--- src/hw/gfc_pkg.sv ---
// shared constants, command codes and state encoding for the gas flow command control
package gfc_pkg;

    ////////////////////////////////////////////////////////////////////////////////
    // clock and timing
    localparam int unsigned CLK_KHZ     = 50000;      // clk_sys rate in kHz
    localparam int unsigned START_MS    = 12;         // start command to first result
    localparam int unsigned STOP_US     = 500;        // stop command to idle, at most
    localparam int unsigned START_CYC   = START_MS * CLK_KHZ;
    localparam int unsigned STOP_CYC    = (STOP_US * CLK_KHZ) / 1000;  // longest time, rounded down
    localparam int unsigned TMR_W       = 24;

    ////////////////////////////////////////////////////////////////////////////////
    // command codes, sent most significant byte first
    localparam logic [15:0] CMD_TX_CONC   = 16'he17d;
    localparam logic [15:0] CMD_PTR_RST   = 16'he000;
    localparam logic [15:0] CMD_STOP      = 16'h3ff9;
    localparam logic [15:0] CMD_AVG_CFG   = 16'h366a;
    localparam logic [15:0] CMD_START_G0  = 16'h3603;
    localparam logic [15:0] CMD_START_G1  = 16'h3608;
    localparam logic [15:0] CMD_START_G2  = 16'h3615;
    localparam logic [15:0] CMD_START_G3  = 16'h361e;
    localparam logic [15:0] CMD_START_R4  = 16'h3624;
    localparam logic [15:0] CMD_START_R5  = 16'h362f;
    localparam logic [15:0] CMD_START_MX0 = 16'h3632;
    localparam logic [15:0] CMD_START_MX1 = 16'h3639;
    localparam logic [15:0] CMD_START_MX2 = 16'h3646;

    ////////////////////////////////////////////////////////////////////////////////
    // arguments, limits and reset values
    localparam logic [15:0] CONC_MAX    = 16'h03e8;   // 1000 per mille
    localparam logic [15:0] AVG_N_MAX   = 16'h0080;   // 128 samples
    localparam logic [7:0]  AVG_N_RST   = 8'h00;      // read-triggered averaging
    localparam logic [9:0]  CONC_PURE   = 10'h3ff;    // pure gas marker
    localparam logic [9:0]  CONC_RST    = 10'h3ff;
    localparam logic [7:0]  CRC_POLY    = 8'h31;
    localparam logic [7:0]  CRC_INIT    = 8'hff;
    localparam logic [7:0]  RD_FILL     = 8'hff;      // byte beyond the last one
    localparam logic [3:0]  RD_BYTES    = 4'h9;
    localparam logic [2:0]  WR_ARG_LEN  = 3'h5;       // code, argument, crc

    ////////////////////////////////////////////////////////////////////////////////
    // status word layout
    localparam int unsigned ST_GAS_LSB  = 12;
    localparam int unsigned ST_SMTH_BIT = 11;
    localparam int unsigned ST_AVG_BIT  = 10;

    typedef enum logic [2:0] {
        GFC_IDLE     = 3'b000,
        GFC_STARTING = 3'b001,
        GFC_MEAS     = 3'b010,
        GFC_STOPPING = 3'b011
    } gfc_state_t;

endpackage : gfc_pkg

--- src/hw/gfc_avg_if.sv ---
// carrier between the command control and the flow averaging unit
interface gfc_avg_if;
    logic [7:0]  avgN;
    logic        clear;
    logic        sampleValid;
    logic [15:0] flowSample;
    logic [15:0] tempSample;
    logic        consume;
    logic        resultValid;
    logic [15:0] flowRes;
    logic [15:0] tempRes;

    modport ctrl (output avgN, clear, sampleValid, flowSample, tempSample, consume,
                  input resultValid, flowRes, tempRes);
    modport avg  (input avgN, clear, sampleValid, flowSample, tempSample, consume,
                  output resultValid, flowRes, tempRes);
endinterface : gfc_avg_if

--- src/hw/gfc_cmd_ctrl.sv ---
// command interpreter for continuous measurement, concentration update, stop and averaging
// Function
// [RULE_01] concentration instruction accepted while measurement runs
// [RULE_02] pointer reset restores normal result buffer
// [RULE_03] measurement continues with new concentration, no restart
// [RULE_04] host sends at most one update per millisecond
// [RULE_05] concentration above 1000 stops measurement
// [RULE_06] start command concentration applies immediately
// [RULE_07] new start command costs 12 ms
// [RULE_08] host issues no read during update
// [RULE_09] stop ends measurement, idle within 0.5 ms
// [RULE_10] only stop and update accepted while measuring
// [RULE_11] averaging count zero means read-triggered mode
// [RULE_12] count one to 128 averages fixed samples
// [RULE_13] averaging persists until rewritten or reset
// [RULE_14] averaging count above 128 clamped to 128
// [RULE_15] host uses count one for unaveraged flow
// [RULE_16] read without available result is not acknowledged
// [RULE_17] read returns flow, temperature, status, each with crc
// [RULE_18] status bit 10 shows averaging mode
// [RULE_19] every command argument carries its crc byte
// [RULE_20] codes and arguments sent msb first
module gfc_cmd_ctrl #(
    parameter int unsigned START_CYCLES = gfc_pkg::START_CYC,
    parameter int unsigned STOP_CYCLES  = gfc_pkg::STOP_CYC
) (
    input  wire logic        clk_sys,
    input  wire logic        rst_n,
    input  wire logic        clkEn,
    input  wire logic        wrStart,        // address with write bit acknowledged
    input  wire logic        wrByteValid,
    input  wire logic [7:0]  wrByte,
    input  wire logic        wrStop,         // end of the write transaction
    input  wire logic        rdHeader,       // address with read bit seen
    output logic             rdAck,
    input  wire logic        rdNext,         // host acknowledged, next byte wanted
    output logic [7:0]       rdByte,
    input  wire logic        sampleValid,
    input  wire logic [15:0] flowSample,
    input  wire logic [15:0] tempSample,
    output logic             measureOn,      // heater on, measurement running
    output logic             idleMode,
    output logic [3:0]       gasSel,
    output logic [9:0]       concentration,
    output logic [7:0]       avgCount,
    output logic             cmdReject
);

    typedef struct packed {
        gfc_pkg::gfc_state_t              state;
        logic [gfc_pkg::TMR_W-1:0]        timer;
        logic [2:0]                       wrCnt;
        logic                             wrOvf;
        logic [15:0]                      cmd;
        logic [15:0]                      arg;
        logic [7:0]                       crc;
        logic [3:0]                       gas;
        logic [9:0]                       conc;
        logic [9:0]                       pendConc;
        logic                             pendValid;
        logic                             ptrNormal;
        logic [7:0]                       avgN;
        logic [8:0][7:0]                  rdBuf;
        logic [3:0]                       rdIdx;
        logic [7:0]                       rdByte;
        logic                             reject;
    } gfc_ctrl_st_t;

    gfc_ctrl_st_t s_r;
    gfc_ctrl_st_t s_nxt;
    gfc_avg_if    avgBus ();

    logic         isStart;
    logic         isMix;
    logic [3:0]   startGas;
    logic         needArg;
    logic         argOk;
    logic         execCmd;
    logic [15:0]  statusWord;

    ////////////////////////////////////////////////////////////////////////////////
    // crc over one 16-bit word, shared by argument check and read data
    function automatic logic [7:0] crc8(input logic [15:0] d);
        logic [7:0] c;
        c = gfc_pkg::CRC_INIT;
        for (int i = 15; i >= 0; i--) begin
            c = (c[7] ^ d[i]) ? ({c[6:0], 1'b0} ^ gfc_pkg::CRC_POLY) : {c[6:0], 1'b0};
        end
        return c;
    endfunction

    ////////////////////////////////////////////////////////////////////////////////
    // decode of the received command code
    always_comb begin
        isStart  = 1'b1;
        isMix    = 1'b0;
        startGas = 4'h0;
        case (s_r.cmd)
            gfc_pkg::CMD_START_G0:  startGas = 4'h0;
            gfc_pkg::CMD_START_G1:  startGas = 4'h1;
            gfc_pkg::CMD_START_G2:  startGas = 4'h2;
            gfc_pkg::CMD_START_G3:  startGas = 4'h3;
            gfc_pkg::CMD_START_R4:  startGas = 4'h4;
            gfc_pkg::CMD_START_R5:  startGas = 4'h5;
            gfc_pkg::CMD_START_MX0: begin
                startGas = 4'h6;
                isMix    = 1'b1;
            end
            gfc_pkg::CMD_START_MX1: begin
                startGas = 4'h7;
                isMix    = 1'b1;
            end
            gfc_pkg::CMD_START_MX2: begin
                startGas = 4'h8;
                isMix    = 1'b1;
            end
            default:                isStart = 1'b0;
        endcase
    end

    // argument commands need code, argument and a matching crc, nothing more
    assign needArg = isMix || s_r.cmd == gfc_pkg::CMD_TX_CONC || s_r.cmd == gfc_pkg::CMD_AVG_CFG;
    assign argOk   = !s_r.wrOvf && s_r.wrCnt == gfc_pkg::WR_ARG_LEN
                     && crc8(s_r.arg) == s_r.crc;                            // [RULE_19]
    assign execCmd = wrStop && s_r.wrCnt >= 3'h2;

    // status word: running command, smoothing flag, averaging mode, concentration
    always_comb begin
        statusWord = {6'h00, s_r.conc};
        statusWord[gfc_pkg::ST_GAS_LSB +: 4] = s_r.gas;
        statusWord[gfc_pkg::ST_SMTH_BIT]     = 1'b0;
        statusWord[gfc_pkg::ST_AVG_BIT]      = s_r.avgN != 8'h00;            // [RULE_18]
    end

    // a read header is answered only when the pointer is on a ready result
    assign rdAck = rdHeader && s_r.state == gfc_pkg::GFC_MEAS && s_r.ptrNormal
                   && avgBus.resultValid;                                    // [RULE_16]

    ////////////////////////////////////////////////////////////////////////////////
    // next state
    always_comb begin
        s_nxt        = s_r;
        s_nxt.reject = 1'b0;
        // write byte capture, msb of code first, then argument and crc
        if (wrStart) begin
            s_nxt.wrCnt = 3'h0;
            s_nxt.wrOvf = 1'b0;
        end else if (wrByteValid) begin
            case (s_r.wrCnt)
                3'h0:    s_nxt.cmd[15:8] = wrByte;                          // [RULE_20]
                3'h1:    s_nxt.cmd[7:0]  = wrByte;
                3'h2:    s_nxt.arg[15:8] = wrByte;                          // [RULE_20]
                3'h3:    s_nxt.arg[7:0]  = wrByte;
                3'h4:    s_nxt.crc       = wrByte;
                default: s_nxt.wrOvf     = 1'b1;
            endcase
            if (s_r.wrCnt < gfc_pkg::WR_ARG_LEN) begin
                s_nxt.wrCnt = s_r.wrCnt + 3'h1;
            end
        end
        if (wrStop) begin
            s_nxt.wrCnt = 3'h0;
        end

        // countdowns of start-up and heater power-down
        case (s_r.state)
            gfc_pkg::GFC_STARTING: begin
                if (s_r.timer == '0) begin
                    s_nxt.state     = gfc_pkg::GFC_MEAS;                    // [RULE_07]
                    s_nxt.ptrNormal = 1'b1;
                end else begin
                    s_nxt.timer = s_r.timer - 1'b1;
                end
            end
            gfc_pkg::GFC_STOPPING: begin
                if (s_r.timer == '0) begin
                    s_nxt.state = gfc_pkg::GFC_IDLE;                        // [RULE_09]
                end else begin
                    s_nxt.timer = s_r.timer - 1'b1;
                end
            end
            default: ;
        endcase

        // command execution at the end of the write
        if (execCmd) begin
            if (needArg && !argOk) begin
                s_nxt.reject = 1'b1;
            end else if (s_r.state == gfc_pkg::GFC_STOPPING) begin
                s_nxt.reject = 1'b1;                // still powering down
            end else if (s_r.state == gfc_pkg::GFC_IDLE) begin
                if (isStart) begin
                    s_nxt.state     = gfc_pkg::GFC_STARTING;                // [RULE_07]
                    s_nxt.timer     = gfc_pkg::TMR_W'(START_CYCLES - 1);
                    s_nxt.gas       = startGas;
                    s_nxt.conc      = isMix ? s_r.arg[9:0] : gfc_pkg::CONC_PURE; // [RULE_06]
                    s_nxt.pendValid = 1'b0;
                    s_nxt.ptrNormal = 1'b0;
                end else if (s_r.cmd == gfc_pkg::CMD_AVG_CFG) begin
                    s_nxt.avgN = (s_r.arg > gfc_pkg::AVG_N_MAX)
                                 ? gfc_pkg::AVG_N_MAX[7:0] : s_r.arg[7:0]; // [RULE_14]
                end else if (s_r.cmd != gfc_pkg::CMD_STOP) begin
                    s_nxt.reject = 1'b1;
                end
            end else begin
                // measuring or starting: only stop and the update pair get through
                if (s_r.cmd == gfc_pkg::CMD_STOP) begin
                    s_nxt.state = gfc_pkg::GFC_STOPPING;                    // [RULE_09]
                    s_nxt.timer = gfc_pkg::TMR_W'(STOP_CYCLES - 1);
                end else if (s_r.cmd == gfc_pkg::CMD_TX_CONC) begin
                    if (s_r.arg > gfc_pkg::CONC_MAX) begin
                        s_nxt.state = gfc_pkg::GFC_STOPPING;                // [RULE_05]
                        s_nxt.timer = gfc_pkg::TMR_W'(STOP_CYCLES - 1);
                    end else begin
                        s_nxt.pendConc  = s_r.arg[9:0];                     // [RULE_01]
                        s_nxt.pendValid = 1'b1;
                        s_nxt.ptrNormal = 1'b0;     // pointer leaves the result buffer
                    end
                end else if (s_r.cmd == gfc_pkg::CMD_PTR_RST) begin
                    s_nxt.ptrNormal = s_r.state == gfc_pkg::GFC_MEAS
                                      || s_r.ptrNormal;                     // [RULE_02]
                    if (s_r.pendValid) begin
                        s_nxt.conc      = s_r.pendConc;                     // [RULE_03]
                        s_nxt.pendValid = 1'b0;
                    end
                end else begin
                    s_nxt.reject = 1'b1;                                    // [RULE_10]
                end
            end
        end

        // read data: snapshot on the acknowledged header, then one byte per request
        if (rdAck) begin
            s_nxt.rdBuf[0] = avgBus.flowRes[15:8];                          // [RULE_17]
            s_nxt.rdBuf[1] = avgBus.flowRes[7:0];
            s_nxt.rdBuf[2] = crc8(avgBus.flowRes);
            s_nxt.rdBuf[3] = avgBus.tempRes[15:8];
            s_nxt.rdBuf[4] = avgBus.tempRes[7:0];
            s_nxt.rdBuf[5] = crc8(avgBus.tempRes);
            s_nxt.rdBuf[6] = statusWord[15:8];
            s_nxt.rdBuf[7] = statusWord[7:0];
            s_nxt.rdBuf[8] = crc8(statusWord);
            s_nxt.rdByte   = avgBus.flowRes[15:8];
            s_nxt.rdIdx    = 4'h1;
        end else if (rdNext) begin
            // an early nack simply leaves the rest unread
            s_nxt.rdByte = (s_r.rdIdx < gfc_pkg::RD_BYTES) ? s_r.rdBuf[s_r.rdIdx]
                                                           : gfc_pkg::RD_FILL; // [RULE_17]
            if (s_r.rdIdx < gfc_pkg::RD_BYTES) begin
                s_nxt.rdIdx = s_r.rdIdx + 4'h1;
            end
        end
    end

    ////////////////////////////////////////////////////////////////////////////////
    // state register; averaging count returns to read-triggered mode on reset
    always_ff @(posedge clk_sys or negedge rst_n) begin
        if (!rst_n) begin
            s_r       <= '0;
            s_r.state <= gfc_pkg::GFC_IDLE;
            s_r.conc  <= gfc_pkg::CONC_RST;
            s_r.avgN  <= gfc_pkg::AVG_N_RST;                                // [RULE_13]
        end else if (clkEn) begin
            s_r <= s_nxt;
        end
    end

    ////////////////////////////////////////////////////////////////////////////////
    // averaging unit; samples count only while results are being produced
    assign avgBus.avgN        = s_r.avgN;                                   // [RULE_13]
    assign avgBus.clear       = s_r.state != gfc_pkg::GFC_MEAS;
    assign avgBus.sampleValid = sampleValid && s_r.state == gfc_pkg::GFC_MEAS; // [RULE_03]
    assign avgBus.flowSample  = flowSample;
    assign avgBus.tempSample  = tempSample;
    assign avgBus.consume     = rdAck;                                      // [RULE_11]

    gfc_avg_unit u_avg (
        .clk_sys (clk_sys),
        .rst_n   (rst_n),
        .clkEn   (clkEn),
        .port    (avgBus.avg)
    );

    // outputs, all from registers
    assign rdByte        = s_r.rdByte;
    assign measureOn     = s_r.state == gfc_pkg::GFC_STARTING || s_r.state == gfc_pkg::GFC_MEAS;
    assign idleMode      = s_r.state == gfc_pkg::GFC_IDLE;
    assign gasSel        = s_r.gas;
    assign concentration = s_r.conc;
    assign avgCount      = s_r.avgN;
    assign cmdReject     = s_r.reject;

endmodule // gfc_cmd_ctrl

--- src/hw/gfc_avg_unit.sv ---
// flow averaging unit: read-triggered or fixed sample count
module gfc_avg_unit (
    input  wire logic clk_sys,
    input  wire logic rst_n,
    input  wire logic clkEn,
    gfc_avg_if.avg    port
);

    typedef struct packed {
        logic signed [23:0] sum;
        logic [7:0]         cnt;
        logic [15:0]        flowRes;
        logic [15:0]        tempRes;
        logic               valid;
    } gfc_avg_st_t;

    gfc_avg_st_t        a_r;
    gfc_avg_st_t        a_nxt;
    logic signed [23:0] sumIn;
    logic [7:0]         cntIn;
    logic signed [23:0] sumAdd;
    logic [7:0]         cntAdd;
    logic signed [23:0] divisor;

    ////////////////////////////////////////////////////////////////////////////////
    // a read empties the window in read-triggered mode; the sample of that cycle opens the next
    always_comb begin
        a_nxt   = a_r;
        sumIn   = a_r.sum;
        cntIn   = a_r.cnt;
        if (port.consume && port.avgN == 8'h00) begin
            sumIn = '0;
            cntIn = 8'h00;
        end
        sumAdd  = sumIn + {{8{port.flowSample[15]}}, port.flowSample};
        cntAdd  = cntIn + 8'h01;
        divisor = (port.avgN == 8'h00) ? {16'h0000, cntAdd} : {16'h0000, port.avgN};
        a_nxt.sum = sumIn;
        a_nxt.cnt = cntIn;
        if (port.clear) begin
            a_nxt = '0;
        end else if (port.sampleValid) begin
            a_nxt.tempRes = port.tempSample;
            if (port.avgN == 8'h00) begin
                // window saturates at 255 samples: later flow samples are dropped until the next read
                if (cntIn != 8'hff) begin
                    a_nxt.sum     = sumAdd;
                    a_nxt.cnt     = cntAdd;
                    a_nxt.flowRes = 16'(sumAdd / divisor);  // [RULE_11]
                    a_nxt.valid   = 1'b1;
                end
            end else if (cntAdd == port.avgN) begin
                a_nxt.sum     = '0;                       // [RULE_12]
                a_nxt.cnt     = 8'h00;
                a_nxt.flowRes = 16'(sumAdd / divisor);    // [RULE_12]
                a_nxt.valid   = 1'b1;
            end else begin
                a_nxt.sum = sumAdd;
                a_nxt.cnt = cntAdd;
            end
        end
    end

    // state register, frozen while the clock enable is low
    always_ff @(posedge clk_sys or negedge rst_n) begin
        if (!rst_n) begin
            a_r <= '0;
        end else if (clkEn) begin
            a_r <= a_nxt;
        end
    end

    assign port.resultValid = a_r.valid;
    assign port.flowRes     = a_r.flowRes;
    assign port.tempRes     = a_r.tempRes;

endmodule // gfc_avg_unit

--- config.mk ---
export PLATFORM = sky130hd
export DESIGN_NAME = gfc_cmd_ctrl
export DESIGN_NICKNAME = d
export VERILOG_FILES = /design/src/hw/gfc_pkg.sv /design/src/hw/gfc_avg_if.sv /design/src/hw/gfc_cmd_ctrl.sv /design/src/hw/gfc_avg_unit.sv
export SDC_FILE = /design/constraint.sdc
export NUM_CORES = 1
export LEC_CHECK = 0
export BUFFER_PORTS_ARGS = -buffer_cell sky130_fd_sc_hd__buf_4
export CAP_MARGIN = 20
export CORE_MARGIN = 3
export CORE_UTILIZATION = 40
export DETAILED_ROUTE_END_ITERATION = 7
export MAX_ROUTING_LAYER = met4
export SETUP_SLACK_MARGIN = 0.1
export SYNTH_ARGS = -nofsm -noshare
export SYNTH_HDL_FRONTEND = slang
export SYNTH_SLANG_ARGS = --single-unit
--- constraint.sdc ---
create_clock -name clk_sys -period 115.5 [get_ports clk_sys]
set_input_delay 17.325 -clock clk_sys [delete_from_list [all_inputs] [get_ports clk_sys]]
set_output_delay 17.325 -clock clk_sys [all_outputs]
set_load 0.01 [all_outputs]
==> results of run 1 <==
-- registers in the layout, indices dropped and copies added (netlist names) --
register                flops
u_avg.port.resultValid      1
u_avg.a_r                  32
avgCount                    8
cmdReject                   1
s_r                       158
concentration              10
rdByte                      8
u_avg.port.flowRes         16
gasSel                      4
u_avg.port.tempRes         16
-- synthesized netlist by cell type (18+ instances only) --
cell type    n
a211o_1     19
a211oi_1    26
a21o_1      42
a21oi_1    170
a22o_1      44
a31oi_1     44
and2_1      42
and3_1      35
buf_4       31
clkbuf_1   119
dfrtp_1    244
ha_1       199
inv_1       85
mux2_2      81
mux2i_1     21
nand2_1    497
nand2b_1    35
nand3_1    101
nand4_1     43
nor2_1     267
nor2b_1     22
nor3_1     182
nor4_1      31
o211ai_1    31
o21a_1     125
o21ai_0    194
o22ai_1     18
o31ai_1     87
or2_2       36
or3_1       38
xnor2_1    205
xor2_1      74
-- worst paths after layout --
path,start,endpoint,slack [ns]
worst max-delay path,rdHeader,u_avg.port.flowRes[15]$_DFFE_PN0P_,27.56
worst min-delay path,s_r[31]$_DFFE_PN0P_,s_r[31]$_DFFE_PN0P_,0.47
worst max register to register,avgCount[0]$_DFFE_PN0P_,u_avg.port.flowRes[15]$_DFFE_PN0P_,43.47
worst min register to register,s_r[31]$_DFFE_PN0P_,s_r[31]$_DFFE_PN0P_,0.47
max in group asynchronous,rst_n,s_r[42]$_DFFE_PN0P_,97.05
min in group asynchronous,rst_n,s_r[153]$_DFFE_PN0P_,16.78
-- cell families after synthesis --
group	count (synthesis)	share of synthesized area
fa+ha+maj	201	0.0896
flops	254	0.227
compound gates	1011	0.253
simple gates	1430	0.249
buf+inv	264	0.0409
mux	119	0.0527
xor+xnor	282	0.0887
-- layer usage --
layer,wire length [um],part of all wire
met2,37700,0.43
met4,1740,0.020
met3,5680,0.064
met1,43300,0.49
met5,0,0
-- layout make-up --
type | count | area [um^2] | share of cell area
repair buffers | 117 | 886 | 0.0291
clock buffers | 43 | 818 | 0.0269
inverters | 86 | 323 | 0.0106
flip-flops and latches | 254 | 6370 | 0.210
clock inverters | 11 | 145 | 0.00477
multi-input cells | 3043 | 20700 | 0.681
well taps | 931 | 1160 | 0.0383
-- critical path, delay by kind of cell --
family	cells	cell delay, ns
XOR/XNOR	2	0.99
AND/OR/NAND/NOR	102	23.94
multiplexers	3	0.68
AO/OA/AOI/OAI	167	35.75
buffers and inverters	17	2.26
adder cells (fa/ha/maj)	25	7.28
-- stage by stage --
stage | cells | instance area [um^2] | util
after detailed placement | 4431 | 29400 | 0.426
final | 4485 | 30400 | 0.440
after floorplan | 3561 | 28100 | -
after global routing | 4485 | 30400 | 0.440
after global placement | 4431 | 29400 | 0.426
after CTS | 4485 | 30400 | 0.440
==> results.sh, run 1 <==
export IMPL_fin_nets=3780
export IMPL_hold_viol_final=0
export IMPL_place_gp_congestion=0.980
export IMPL_cts_hold_buf=0
export IMPL_grt_use_met1=0.353
export IMPL_status="finished clean"
export IMPL_yosysSeqAreaShare=0.227
export IMPL_max_stage_delay_ns=0.79
export IMPL_viasPerCell=5.99
export IMPL_firstDrtPassIters=6
export IMPL_drtIter0Drc=2263
export IMPL_hp_class="flop to flop"
export IMPL_holdWs_ns=0.467
export IMPL_diodes=0
export IMPL_htree_levels=1
export IMPL_io_pins=83
export IMPL_finalSetupViolCount=0
export IMPL_worst_skew_pair_late_latency_ns=0.58
export IMPL_start_util=0.407
export IMPL_mostFrequentLayoutCells="497 x nand2_1, 266 x nor2_1, 244 x dfrtp_1"
export IMPL_fin_ws_ns=27.56
export IMPL_grt_max_degree=121
export IMPL_ys_flop_type="dfrtp_1"
export IMPL_numCtsBuffers=29
export IMPL_synth_top_area_cell="dfrtp_1"
export IMPL_num_fill_cells=6985
export IMPL_grt_antenna_before_repair=1
export IMPL_ant_nets=0
export IMPL_critical_path_arrival_ns=88.36
export IMPL_core_mm2=0.0691
export IMPL_clockBufferDepth=3
export IMPL_endpoint_kind="flop"
export IMPL_holdPathStages=2
export IMPL_grt_overflow=0
export IMPL_drive_above_1_share=0.111
export IMPL_rr_worst_depth=315
export IMPL_max_slew_worst_pin_slew_ns=0.983
export IMPL_dpl_hpwl_mm=68.1
export IMPL_die_width_um=271
export IMPL_rows=96
export IMPL_cap_violations=0
export IMPL_yosysTopAreaCellShare=0.217
export IMPL_crit_path_start_kind="primary input"
export IMPL_crit_required_ns=115.92
export IMPL_synth_area_top_cells="dfrtp_1 22%, ha_1 8.9%, nand2_1 6.6%"
export IMPL_final_common_cell="nand2_1"
export IMPL_final_setup_tns_ns=0
export IMPL_cts_resized=0
export IMPL_crit_path_top_delay_cell="a2111oi_0"
export IMPL_grt_busiest_layer="met2"
export IMPL_num_vias=26900
export IMPL_pre_cts_ws_ns=27.75
export IMPL_syn_avg_cell_area_um2=7.89
export IMPL_first_global_vias=25400
export IMPL_die_h_um=271
export IMPL_grt_setup_unrepaired="no"
export IMPL_postCtsSetupBuffers=0
export IMPL_ys_seq_elements=254
export IMPL_yosys_warnings=0
export IMPL_drc_errors=0
export IMPL_path_clk_slew_ns=0.06
export IMPL_port_buffers=82
export IMPL_cts_sinks=254
export IMPL_fin_crit_sh=0.761
export IMPL_cts_root_buf="clkbuf_16"
export IMPL_use_met2=0.360
export IMPL_cpMostUsedCell="o21a_1"
export IMPL_syn_num_nets=3810
export IMPL_syn_to_final_growth_pct=8.12
export IMPL_grt_util_met3=0.0289
export IMPL_fin_skew_ns=0.0323
export IMPL_wire_per_inst_um=19.7
export IMPL_fmax_ghz=0.0114
export IMPL_yosys_cell_types_count=123
export IMPL_cts_tree="built"
export IMPL_grt_usage=0.241
export IMPL_slew_violations=0
export IMPL_syn_inst=3561
export IMPL_grt_pass1_wl_mm=143
export IMPL_syn_area_mm2=0.0281
export IMPL_wl_mm=88.4
export IMPL_synth_enable_flop_cells=0
export IMPL_fin_crit_ns=87.94
export IMPL_cp_max_fo=21
export IMPL_slew_headroom=0.328
export IMPL_critical_path_class="primary input to flop"
export IMPL_die_area_mm2=0.0735
export IMPL_ys_async_sr_fraction=1.00
Power of run 1 is left out: the tool's default activity adds up to more than one toggle a clock period on the data nets, which glitch-free logic cannot reach.
==> inputs of run 2 (changes only) <==
- clock period: 115.5 -> 82.4 ns (I/O delays scaled with it)
==> results.sh, run 2 (synthesis results as in run 1) <==
export IMPL_numCtsBuffers=29
export IMPL_crit_path_start_kind="primary input"
export IMPL_io_pins=83
export IMPL_port_buffers=82
export IMPL_mostFrequentLayoutCells="495 x nand2_1, 260 x nor2_1, 244 x dfrtp_1"
export IMPL_drc_errors=0
export IMPL_top_register="s_r"
export IMPL_final_cells=4506
export IMPL_rows=96
export IMPL_path_clk_slew_ns=0.06
export IMPL_grt_overflow=0
export IMPL_critical_path_class="primary input to flop"
export IMPL_slew_violations=0
export IMPL_cp_max_fo=17
export IMPL_die_h_um=271
export IMPL_hold_viol_final=0
export IMPL_grt_max_degree=117
export IMPL_fin_crit_sh=0.942
export IMPL_dp_cells=4435
export IMPL_cap_violations=0
export IMPL_endpoint_kind="flop"
export IMPL_status="finished clean"
export IMPL_fin_crit_ns=77.63
export IMPL_drive_above_1_share=0.131
export IMPL_finalSetupViolCount=0
export IMPL_htree_levels=1
export IMPL_drtIter0Drc=2266
export IMPL_fmax_ghz=0.0129
export IMPL_die_width_um=271
export IMPL_crit_required_ns=82.83
export IMPL_grt_antenna_before_repair=2
export IMPL_place_gp_congestion=0.967
export IMPL_worst_skew_pair_late_latency_ns=0.57
export IMPL_cts_tree="built"
export IMPL_viasPerCell=6.02
export IMPL_cts_hold_buf=0
export IMPL_start_util=0.407
export IMPL_num_vias=27100
export IMPL_grt_usage=0.242
export IMPL_diodes=0
export IMPL_hp_class="flop to flop"
export IMPL_max_slew_worst_pin_slew_ns=1.12
export IMPL_fin_skew_ns=0.0208
export IMPL_final_common_cell="nand2_1"
export IMPL_first_global_vias=25500
export IMPL_dpl_hpwl_mm=68.5
export IMPL_fin_nets=3804
export IMPL_crit_buf_inv=22
export IMPL_cpMostUsedCell="o21a_1"
export IMPL_cts_root_buf="clkbuf_16"
export IMPL_largest_reg_flops=158
export IMPL_ant_nets=0
export IMPL_critical_path_arrival_ns=78.06
export IMPL_core_mm2=0.0691
export IMPL_reg_largest_list="s_r (158), u_avg.a_r (32)"
export IMPL_wire_per_inst_um=20.0
export IMPL_firstDrtPassIters=5
export IMPL_grt_pass1_wl_mm=142
export IMPL_crit_path_top_delay_cell="or4b_2"
export IMPL_slew_headroom=0.246
export IMPL_wl_mm=90.0
export IMPL_clockBufferDepth=3
export IMPL_syn_to_final_growth_pct=9.96
export IMPL_cts_sinks=254
export IMPL_die_area_mm2=0.0735
export IMPL_max_stage_delay_ns=0.61
export IMPL_crit_family="compound AO/OA/AOI/OAI gates"
## run 2: changes by cell type in the layout (fill, tap and decap cells not counted), sizes merged
cell	before	now
clkinvlp	3	1
bufinv	3	1
nor4b	13	14
inv	87	89
buf	117	140
clkbuf	43	42
## run 2: final cells by class
| cell class | count | area, um^2 |
|---|---|---|
| clock inverters | 9 | 83.8 |
| flip-flops and latches | 254 | 6370 |
| multi-input cells | 3044 | 21100 |
| clock buffers | 42 | 855 |
| well taps | 931 | 1160 |
| inverters | 86 | 323 |
| fillers | 6981 | 38200 |
| repair buffers | 140 | 1060 |
## run 2: worst register-to-register path: cells and delay by family, from the launching register on
kind / cells / cell delay, ns
AOI/OAI and AO/OA: 170 / 34.43
and+or+nand+nor: 98 / 20.11
adders and majority gates: 26 / 7.42
buffers and inverters: 21 / 3.05
muxes: 3 / 0.67
DFF: 1 / 0.54
xor gates and xnor gates: 2 / 0.42
## run 2: per-layer routing
metal  part of all wire  global-route usage  up-vias
met5                  0                   -        -
met4              0.028              0.0589        0
met3              0.065              0.0348      160
met2               0.43               0.357      853
met1               0.48               0.349    13000
li1                   -                   -    13100
## run 2: metrics by stage
| step | worst slack, ns | utilization | area (um^2) | hold WS [ns] | TNS, ns |
|---|---|---|---|---|---|
| after floorplan | 5.40 | - | 28100 | 0.433 | 0 |
| after global placement | 0.486 | 0.427 | 29500 | 0.450 | 0 |
| after detailed placement | -0.757 | 0.427 | 29500 | 0.459 | -8.86 |
| after CTS | 0.115 | 0.440 | 30400 | 0.473 | 0 |
| after global routing | -0.0558 | 0.448 | 30900 | 0.491 | -0.0924 |
| final | 4.77 | 0.448 | 30900 | 0.470 | 0 |
## run 2: final timing paths
path / from / end / slack, ns / depth (start not counted)
max: rdHeader / u_avg.port.flowRes[11]$_DFFE_PN0P_ / 4.77 / 321
min: s_r[33]$_DFFE_PN0P_ / s_r[33]$_DFFE_PN0P_ / 0.47 / 2
max reg2reg: avgCount[6]$_DFFE_PN0P_ / u_avg.port.flowRes[11]$_DFFE_PN0P_ / 15.64 / 320
min reg2reg: s_r[33]$_DFFE_PN0P_ / s_r[33]$_DFFE_PN0P_ / 0.47 / 2
max in group asynchronous: rst_n / rdByte[0]$_DFFE_PN0P_ / 68.95 / 2
min in group asynchronous: rst_n / s_r[153]$_DFFE_PN0P_ / 11.81 / 1
## run 2: what timing repair did
item	in CTS	in global routing
resized for setup	1	77
setup buffers	0	19
cloned	1	0
pin swaps	1	11
endpoints found under the setup margin	16	16
Power of run 2 is left out for the same reason.
